===== config.mk =====
export PLATFORM = sky130hd
export DESIGN_NAME = tmcc_top
export DESIGN_NICKNAME = d
export VERILOG_FILES = /design/src/verilog/tmcc_pkg.sv /design/src/verilog/tmcc_half_if.sv /design/src/verilog/tmcc_half_dec.sv /design/src/verilog/tmcc_top.sv
export SDC_FILE = /design/constraint.sdc
export NUM_CORES = 1
export LEC_CHECK = 0
export ABC_AREA = 1
export BUFFER_PORTS_ARGS = -buffer_cell sky130_fd_sc_hd__buf_4
export CAP_MARGIN = 20
export CELL_PAD_IN_SITES_DETAIL_PLACEMENT = 1
export CELL_PAD_IN_SITES_GLOBAL_PLACEMENT = 1
export CORE_UTILIZATION = 34
export DETAILED_ROUTE_END_ITERATION = 6
export GPL_TIMING_DRIVEN = 0
export MAX_ROUTING_LAYER = met4
export PLACE_DENSITY = 0.87
export SYNTH_ARGS = -nofsm -noshare
export SYNTH_HDL_FRONTEND = slang
export SYNTH_SLANG_ARGS = --single-unit

===== constraint.sdc =====
create_clock -name MCLK -period 1.8 [get_ports MCLK]
set_input_delay 0.09 -clock MCLK [delete_from_list [all_inputs] [get_ports MCLK]]
set_output_delay 0.09 -clock MCLK [all_outputs]
set_load 0.02 [all_outputs]

===== src/verilog/tmcc_pkg.sv =====
package tmcc_pkg;
    // ------------------------------------------------------------
    // Register map (byte addresses)
    // ------------------------------------------------------------
    localparam logic [7:0] TMCC_CFG_OFS   = 8'h00;
    localparam logic [7:0] TMCC_AMODE_OFS = 8'h04;
    localparam logic [7:0] TMCC_BMODE_OFS = 8'h08;
    localparam logic [7:0] TMCC_CTL_OFS   = 8'h0C;
    localparam logic [7:0] TMCC_STAT_OFS  = 8'h10;

    // ------------------------------------------------------------
    // Field positions
    // ------------------------------------------------------------
    localparam int TMCC_MODE_LSB  = 0;
    localparam int TMCC_CMR_BIT   = 2;
    localparam int TMCC_AMS_BIT   = 3;
    localparam int TMCC_AEN_BIT   = 0;
    localparam int TMCC_ASTL_BIT  = 1;
    localparam int TMCC_AEVT_LSB  = 2;
    localparam int TMCC_RTC_BIT   = 4;
    localparam int TMCC_AOTE_BIT  = 5;
    localparam int TMCC_APWML_BIT = 6;
    localparam int TMCC_BEN_BIT   = 8;
    localparam int TMCC_BSTL_BIT  = 9;
    localparam int TMCC_BEVT_LSB  = 10;
    localparam int TMCC_BOTE_BIT  = 13;
    localparam int TMCC_BPWML_BIT = 14;

    // Writable masks and reset values
    localparam logic [31:0] TMCC_CFG_MASK  = 32'h0000_0007;
    localparam logic [31:0] TMCC_MODE_MASK = 32'h0000_000F;
    localparam logic [31:0] TMCC_CTL_MASK  = 32'h0000_6F7F;
    localparam logic [31:0] TMCC_RST_VAL   = 32'h0000_0000;

    // Width configuration codes
    localparam logic [2:0] TMCC_CFG_32    = 3'h0;
    localparam logic [2:0] TMCC_CFG_RTC   = 3'h1;

    // ------------------------------------------------------------
    // Enumerations
    // ------------------------------------------------------------
    typedef enum logic [1:0] {
        TMCC_MODE_RSVD    = 2'h0,
        TMCC_MODE_ONESHOT = 2'h1,
        TMCC_MODE_PERIOD  = 2'h2,
        TMCC_MODE_CAPTURE = 2'h3
    } tmcc_mode_t;

    typedef enum logic [1:0] {
        TMCC_EDGE_RISE = 2'h0,
        TMCC_EDGE_FALL = 2'h1,
        TMCC_EDGE_RSVD = 2'h2,
        TMCC_EDGE_BOTH = 2'h3
    } tmcc_edge_t;
endpackage


===== src/verilog/tmcc_half_if.sv =====
`timescale 1ns/100ps
interface tmcc_half_if;
    import tmcc_pkg::*;
    logic [1:0] mode_field;
    logic       capture_submode_bit;
    logic       alternate_mode_bit;
    logic       enable;
    logic       debug_freeze;
    logic       pwm_invert;
    logic       pwm_raw;
    logic       debug_halt;
    logic       count_run;
    logic       capture_armed;
    logic       edge_count;
    logic       edge_time;
    logic       pwm_sel;
    logic       oneshot;
    logic       periodic;
    logic       pwm_out;
    modport ctrl (
        output mode_field, capture_submode_bit, alternate_mode_bit, enable,
        output debug_freeze, pwm_invert, pwm_raw, debug_halt,
        input  count_run, capture_armed, edge_count, edge_time, pwm_sel,
        input  oneshot, periodic, pwm_out
    );
    modport dec (
        input  mode_field, capture_submode_bit, alternate_mode_bit, enable,
        input  debug_freeze, pwm_invert, pwm_raw, debug_halt,
        output count_run, capture_armed, edge_count, edge_time, pwm_sel,
        output oneshot, periodic, pwm_out
    );
endinterface


===== src/verilog/tmcc_half_dec.sv =====
`timescale 1ns/100ps
module tmcc_half_dec
    import tmcc_pkg::*;
(
    // Half settings and results
    tmcc_half_if.dec hif
);
    wire tmcc_mode_t mode_w = tmcc_mode_t'(hif.mode_field);
    wire             cap_w  = (mode_w == TMCC_MODE_CAPTURE);
    wire             tmr_w  = (mode_w == TMCC_MODE_ONESHOT) || (mode_w == TMCC_MODE_PERIOD);
    wire             pwm_w  = hif.alternate_mode_bit && !hif.capture_submode_bit
                              && (mode_w == TMCC_MODE_PERIOD);

    assign hif.oneshot    = (mode_w == TMCC_MODE_ONESHOT);
    assign hif.periodic   = (mode_w == TMCC_MODE_PERIOD) && !pwm_w;
    assign hif.edge_count = cap_w && !hif.alternate_mode_bit && !hif.capture_submode_bit;
    assign hif.edge_time  = cap_w && !hif.alternate_mode_bit && hif.capture_submode_bit;
    assign hif.pwm_sel    = pwm_w;
    wire   frozen_w       = hif.debug_freeze && hif.debug_halt;
    assign hif.count_run  = hif.enable && (tmr_w || pwm_w) && !frozen_w;
    assign hif.capture_armed = hif.enable && cap_w && !hif.alternate_mode_bit && !frozen_w;
    assign hif.pwm_out    = hif.pwm_raw ^ hif.pwm_invert;
endmodule


===== src/verilog/tmcc_top.sv =====
`timescale 1ns/100ps
// Behaviour
// - Timer A mode field 1 is one-shot, 2 periodic, 3 capture, 0 reserved.
// - In split 16-bit setup timer B follows its own mode field with the same codes.
// - The capture submode bit picks edge counting when 0 and edge timing when 1.
// - Alternate mode bit 0 gives capture and 1 gives PWM, with submode 0 and mode 2.
// - In combined 32-bit setup only timer A's mode register counts and B's is ignored.
// - Each mode field is read under the three-bit width configuration field.
// - Timer B edge select 0 is rising, 1 falling, 3 both, 2 reserved.
// - With the freeze bit set timer B stops while the processor is debug halted.
// - The freeze bit has no effect while the processor runs normally.
// - Timer B counts or arms capture only while its enable bit is set.
// - Timer B converter trigger leaves only while its trigger enable bit is set.
// - Unused register bits are read-only and read as zero.
// - Each half's PWM output is passed straight at level bit 0 and inverted at 1.
// - Width code 0 is combined 32-bit, codes 4 to 7 split 16-bit.
module tmcc_top
    import tmcc_pkg::*;
(
    // Clock and reset
    input  wire logic        MCLK,
    input  wire logic        RSTN,
    // Register port
    input  wire logic [7:0]  REG_ADDR,
    input  wire logic [31:0] REG_WDATA,
    input  wire logic        REG_WR,
    input  wire logic        REG_RD,
    output logic      [31:0] REG_RDATA,
    // Debug and timer core
    input  wire logic        DEBUG_HALT,
    input  wire logic        A_PWM_RAW,
    input  wire logic        B_PWM_RAW,
    input  wire logic        B_TIMEOUT,
    input  wire logic        B_EDGE_IN,
    // Timer A controls
    output logic             A_COUNT_RUN,
    output logic             A_CAPTURE_ARMED,
    output logic             A_ONESHOT,
    output logic             A_PERIODIC,
    output logic             A_EDGE_COUNT,
    output logic             A_EDGE_TIME,
    output logic             A_PWM_SEL,
    output logic             A_PWM_OUT,
    // Timer B controls
    output logic             B_COUNT_RUN,
    output logic             B_CAPTURE_ARMED,
    output logic             B_ONESHOT,
    output logic             B_PERIODIC,
    output logic             B_EDGE_COUNT,
    output logic             B_EDGE_TIME,
    output logic             B_PWM_SEL,
    output logic             B_PWM_OUT,
    output logic             B_EDGE_EVENT,
    output logic             B_CONV_TRIGGER,
    // Global
    output logic             SPLIT_MODE
);
    // ------------------------------------------------------------
    // Reset release
    // ------------------------------------------------------------
    logic rst_s1_q;
    logic rst_s2_q;
    always_ff @(posedge MCLK or negedge RSTN) begin
        if (!RSTN) begin
            rst_s1_q <= 1'b0;
            rst_s2_q <= 1'b0;
        end else begin
            rst_s1_q <= 1'b1;
            rst_s2_q <= rst_s1_q;
        end
    end
    wire rst_n = rst_s2_q;

    // ------------------------------------------------------------
    // Pin synchronisers
    // ------------------------------------------------------------
    logic [1:0] halt_s_q;
    logic [1:0] edge_s_q;
    logic       edge_prev_q;
    always_ff @(posedge MCLK or negedge rst_n) begin
        if (!rst_n) begin
            halt_s_q    <= 2'h0;
            edge_s_q    <= 2'h0;
            edge_prev_q <= 1'b0;
        end else begin
            halt_s_q    <= {halt_s_q[0], DEBUG_HALT};
            edge_s_q    <= {edge_s_q[0], B_EDGE_IN};
            edge_prev_q <= edge_s_q[1];
        end
    end
    wire halt_w = halt_s_q[1];

    // ------------------------------------------------------------
    // Registers
    // ------------------------------------------------------------
    logic [2:0]  cfg_q;
    logic [3:0]  amode_q;
    logic [3:0]  bmode_q;
    logic [14:0] ctl_q;

    wire sel_cfg   = (REG_ADDR == TMCC_CFG_OFS);
    wire sel_amode = (REG_ADDR == TMCC_AMODE_OFS);
    wire sel_bmode = (REG_ADDR == TMCC_BMODE_OFS);
    wire sel_ctl   = (REG_ADDR == TMCC_CTL_OFS);
    wire sel_stat  = (REG_ADDR == TMCC_STAT_OFS);

    wire [31:0] cfg_wd   = REG_WDATA & TMCC_CFG_MASK;
    wire [31:0] mode_wd  = REG_WDATA & TMCC_MODE_MASK;
    wire [31:0] ctl_wd   = REG_WDATA & TMCC_CTL_MASK;

    // zero reset, write lands on next edge
    always_ff @(posedge MCLK or negedge rst_n) begin
        if (!rst_n) begin
            cfg_q   <= TMCC_RST_VAL[2:0];
            amode_q <= TMCC_RST_VAL[3:0];
            bmode_q <= TMCC_RST_VAL[3:0];
            ctl_q   <= TMCC_RST_VAL[14:0];
        end else if (REG_WR) begin
            if (sel_cfg)   cfg_q   <= cfg_wd[2:0];
            if (sel_amode) amode_q <= mode_wd[3:0];
            if (sel_bmode) bmode_q <= mode_wd[3:0];
            if (sel_ctl)   ctl_q   <= ctl_wd[14:0];
        end
    end

    // ------------------------------------------------------------
    // Width configuration
    // ------------------------------------------------------------
    // config code decode
    wire split_w = cfg_q[2];
    wire comb_w  = (cfg_q == TMCC_CFG_32);
    wire a_live_w = comb_w || split_w;
    wire [3:0] bmode_eff = split_w ? bmode_q : 4'h0;
    wire       b_en_w    = split_w && ctl_q[TMCC_BEN_BIT];

    // ------------------------------------------------------------
    // Half decoders
    // ------------------------------------------------------------
    tmcc_half_if a_if ();
    tmcc_half_if b_if ();

    assign a_if.mode_field          = a_live_w ? amode_q[1:0] : 2'h0;
    assign a_if.capture_submode_bit = amode_q[TMCC_CMR_BIT];
    assign a_if.alternate_mode_bit  = amode_q[TMCC_AMS_BIT];
    assign a_if.enable              = ctl_q[TMCC_AEN_BIT];
    assign a_if.debug_freeze        = ctl_q[TMCC_ASTL_BIT];
    assign a_if.pwm_invert          = ctl_q[TMCC_APWML_BIT];
    assign a_if.pwm_raw             = A_PWM_RAW;
    assign a_if.debug_halt          = halt_w;

    assign b_if.mode_field          = bmode_eff[1:0];
    assign b_if.capture_submode_bit = bmode_eff[TMCC_CMR_BIT];
    assign b_if.alternate_mode_bit  = bmode_eff[TMCC_AMS_BIT];
    assign b_if.enable              = b_en_w;
    assign b_if.debug_freeze        = ctl_q[TMCC_BSTL_BIT];
    assign b_if.pwm_invert          = ctl_q[TMCC_BPWML_BIT];
    assign b_if.pwm_raw             = B_PWM_RAW;
    assign b_if.debug_halt          = halt_w;

    tmcc_half_dec u_dec_a (.hif(a_if.dec));
    tmcc_half_dec u_dec_b (.hif(b_if.dec));

    assign A_COUNT_RUN     = a_if.count_run;
    assign A_CAPTURE_ARMED = a_if.capture_armed;
    assign A_ONESHOT       = a_if.oneshot;
    assign A_PERIODIC      = a_if.periodic;
    assign A_EDGE_COUNT    = a_if.edge_count;
    assign A_EDGE_TIME     = a_if.edge_time;
    assign A_PWM_SEL       = a_if.pwm_sel;
    assign A_PWM_OUT       = a_if.pwm_out;
    assign B_COUNT_RUN     = b_if.count_run;
    assign B_CAPTURE_ARMED = b_if.capture_armed;
    assign B_ONESHOT       = b_if.oneshot;
    assign B_PERIODIC      = b_if.periodic;
    assign B_EDGE_COUNT    = b_if.edge_count;
    assign B_EDGE_TIME     = b_if.edge_time;
    assign B_PWM_SEL       = b_if.pwm_sel;
    assign B_PWM_OUT       = b_if.pwm_out;
    assign SPLIT_MODE      = split_w;

    // ------------------------------------------------------------
    // Timer B edge detect and trigger
    // ------------------------------------------------------------
    wire tmcc_edge_t bevt_w = tmcc_edge_t'(ctl_q[TMCC_BEVT_LSB +: 2]);
    wire rise_w = edge_s_q[1] && !edge_prev_q;
    wire fall_w = !edge_s_q[1] && edge_prev_q;
    logic edge_hit;
    always_comb begin
        unique case (bevt_w)
            TMCC_EDGE_RISE: edge_hit = rise_w;
            TMCC_EDGE_FALL: edge_hit = fall_w;
            TMCC_EDGE_BOTH: edge_hit = rise_w || fall_w;
            TMCC_EDGE_RSVD: edge_hit = 1'b0;
        endcase
    end

    logic edge_ev_q;
    logic trig_q;
    always_ff @(posedge MCLK or negedge rst_n) begin
        if (!rst_n) begin
            edge_ev_q <= 1'b0;
            trig_q    <= 1'b0;
        end else begin
            edge_ev_q <= edge_hit && b_if.capture_armed;
            trig_q    <= B_TIMEOUT && ctl_q[TMCC_BOTE_BIT];
        end
    end
    assign B_EDGE_EVENT   = edge_ev_q;
    assign B_CONV_TRIGGER = trig_q;

    // ------------------------------------------------------------
    // Read path
    // ------------------------------------------------------------
    // unused bits read zero
    wire [31:0] cfg_rd  = {29'h0, cfg_q};
    wire [31:0] am_rd   = {28'h0, amode_q};
    wire [31:0] bm_rd   = {28'h0, bmode_q};
    wire [31:0] ctl_rd  = {17'h0, ctl_q};
    wire [31:0] st_rd   = {22'h0, B_CAPTURE_ARMED, B_COUNT_RUN, 6'h0,
                           A_CAPTURE_ARMED, A_COUNT_RUN};
    wire [31:0] rd_mux  = sel_cfg   ? cfg_rd :
                          sel_amode ? am_rd  :
                          sel_bmode ? bm_rd  :
                          sel_ctl   ? ctl_rd :
                          sel_stat  ? st_rd  : 32'h0000_0000;
    logic [31:0] rdata_q;
    always_ff @(posedge MCLK or negedge rst_n) begin
        if (!rst_n) begin
            rdata_q <= 32'h0000_0000;
        end else begin
            rdata_q <= REG_RD ? rd_mux : 32'h0000_0000;
        end
    end
    assign REG_RDATA = rdata_q;
endmodule


==> flow_summary_export.csv <==
group,metric,value,unit
place,post-place-ws,-160,ps
critical_path,end_kind,"output pin",
global_routing,first_global_vias,2151,
final_layout,drive_gt1_share,37.4,%
sta,setup_slack,75.1,ps
global_routing,grt_use_total,17.9,%
pwr,p_leak,0.00179,uW
global_routing,grt_first_pass_wirelength,9840,um
routing,first_iter_violations,70,
final_layout,antenna_cells,0,
global_routing,grt_max_degree,27,
synthesis,synth.most_common_cell,"nand2_1",
place,io_buffers,60,
hold_path,hold_path.class,"in -> reg",
clock_tree,cts_root_buffer,"clkbuf_8",
routing,num_vias,2071,
sta,hold_slack,18.8,ps
synthesis,yosys_warnings,0,
die,core,6830,sq um
global_routing,use_met2,32.4,%
synthesis,yosysTopAreaCell,"dfrtp_1",
critical_path,cpPeakStageDelay,410,ps
pwr,irDropWorstVdd,363,uV
final_layout,multi_input_area,1050,sq um
sta,finalSetupViolCount,0,
die,rows,30,
die,die_y,86.1,um
critical_path,critPathMaxFanout,3,
sta,fin_crit,1720,ps
routing,drtAntennaViolNets,0,
clock_tree,clock_sinks,46,
clock_tree,clock_path_buffers,2,
routing,detail_route.wl_per_cell,13.2,um
routing,via_per_inst,4.38,
place,routabilityCongestion,0.825,
critical_path,path_class,"reg -> out",
synthesis,syn_inst,281,
clock_tree,insertion_delay,300,ps
die,start_util,35.2,%
sta,finalCritPeriodShare,95.8,%
critical_path,critPathSlowestCell,"dfrtp_1",
critical_path,crit_chain,"o21ai_2 > inv_2 > nor2_4 > ha_1 > inv_1 > a21oi_1 > buf_4",
synthesis,yosys-top-cells-area,"dfrtp_1, nand2_1, buf_4",
global_routing,use_met3,3.66,%
place,dp_hpwl,4780,um
final_layout,finalNetCount,433,
die,io_pins,100,
synthesis,ys_seq_elements,46,
critical_path,startpoint_type,"flop",
synthesis,synth-edff-count,0,
sta,fmax,580,MHz
synthesis,synth_seq_area_share,47.8,%
sta,finalHoldViolations,0,
job,max-cap-violations,0,
final_layout,utilization,48.9,%
sta,finalMaxSlewViolations,0,
synthesis,synth_area_per_cell,8.56,sq um
final_layout,seqCellArea,1150,sq um
die,die_x,86.1,um
synthesis,mappedNetlistArea,2410,sq um
global_routing,use_met1,19.2,%
routing,drc_errors,0,
synthesis,synth_commonest_cells,"nand2_1, dfrtp_1, inv_1",
clock_tree,cts_buffers,5,
global_routing,antenna_found_initial,0,
die,dieArea,7420,sq um
synthesis,ys.flop_type,"dfrtp_1",
global_routing,grt_overflow,0,
clock_tree,clkTransAtPathRegs,90,ps
critical_path,crit_arrival,1630,ps
clock_tree,cts-htree-levels,2,
global_routing,grt_busiest_layer,"met2",
critical_path,required,1710,ps
routing,firstDrtPassIters,4,
routing,wl,6220,um
final_layout,n_fill_cell,865,
synthesis,async_reset_ff_share,100,%
clock_tree,cts_tree,"yes",
sta,clock_skew,8.33,ps
final_layout,syn2layout_area_growth,38.9,%
synthesis,synth_top_area_share,47.8,%
status,status,"complete, no violations",
synthesis,synth_cell_types,27,
pwr,cellPowerDensity,678,nW/um^2
==> cell families after synthesis <==
group	Yosys count	synth area share [%]
compound gates	37	8.94
xor+xnor	2	0.728
fa+ha+maj	8	4.16
buf+inv	66	14.7
flops	46	47.8
other cells	2	0.312
simple gates	120	23.3
==> cells in the final DEF (no fill, tap or decap), types with 7 or more instances in the layout <==
| master | instances |
|---|---|
| inv_1 | 37 |
| nor2_4 | 10 |
| nand3_1 | 13 |
| nor2_1 | 14 |
| a21oi_1 | 10 |
| dfrtp_1 | 44 |
| nand2_1 | 61 |
| ha_1 | 7 |
| o21ai_0 | 15 |
| conb_1 | 20 |
| buf_4 | 83 |
==> layer usage <==
layer,vias up,wire length [um]
li1,1023,-
met1,974,2480
met2,59,3330
met3,15,263
met4,0,151
met5,-,0
==> critical path, delay by kind of cell, from the launching register on <==
kind	cells	cell delay, ps
adder cells (fa/ha/maj)	1	170
AO/OA/AOI/OAI	2	290
flip-flops	1	410
buffers and inverters	3	300
AND/OR/NAND/NOR	1	160
==> metrics by stage <==
stage	instance area (sq um)	total power, uW	cells	setup TNS (ps)
6_report	3340	2270	473	0
5_1_grt	3340	2370	473	-8.71
4_1_cts	3270	2260	471	0
3_5_place_dp	3080	1450	456	-164
3_3_place_gp	3050	1430	455	-2410
2_1_floorplan	2480	1320	299	-8.99
==> power breakdown <==
group	leakage (uW)	internal, uW	switching, uW
Clock	0.0000585	416	364
Combinational	0.00114	168	212
Sequential	0.000587	1070	35.5
==> sequential cells by signal, indices dropped and copies added (netlist names), 2 cells and up <==
name       flops
REG_RDATA     13
amode_q        4
bmode_q        4
cfg_q          3
ctl_q         13
edge_s_q       2
halt_s_q       2
==> layout make-up <==
class	instances	area share (%)
Clock inverter	3	1.31
Clock buffer	5	2.06
Inverter	43	5.05
Timing Repair Buffer	70	16.6
Tap cell	96	3.59
Multi-Input combinational cell	187	31.4
Sequential cell	46	34.5
Buffer	23	5.50
==> final timing paths <==
kind / startpoint / to / slack (ps) / cells past startpoint
worst max-delay path: cfg_q[1] / A_PERIODIC / 80 / 7
worst min-delay path: REG_WDATA[11] / ctl_q[11] / 20 / 3
worst max register to register: cfg_q[2] / REG_RDATA[0] / 150 / 11
worst min register to register: rst_n / edge_s_q[0] / 210 / 0
max in group asynchronous: rst_n / cfg_q[2] / 1090 / 1
min in group asynchronous: RSTN / rst_n / 100 / 2
==> repair_timing <==
item | 4_1_cts | 5_1_grt
endpoints found under the hold margin | 5 | 0
setup buffers | 3 | 2
pin swaps | 3 | 5
hold buffers | 4 | 0
resized for setup | 8 | 15
setup endpoints to repair | 11 | 10
Note: power is estimated with default switching activity, not from simulation.
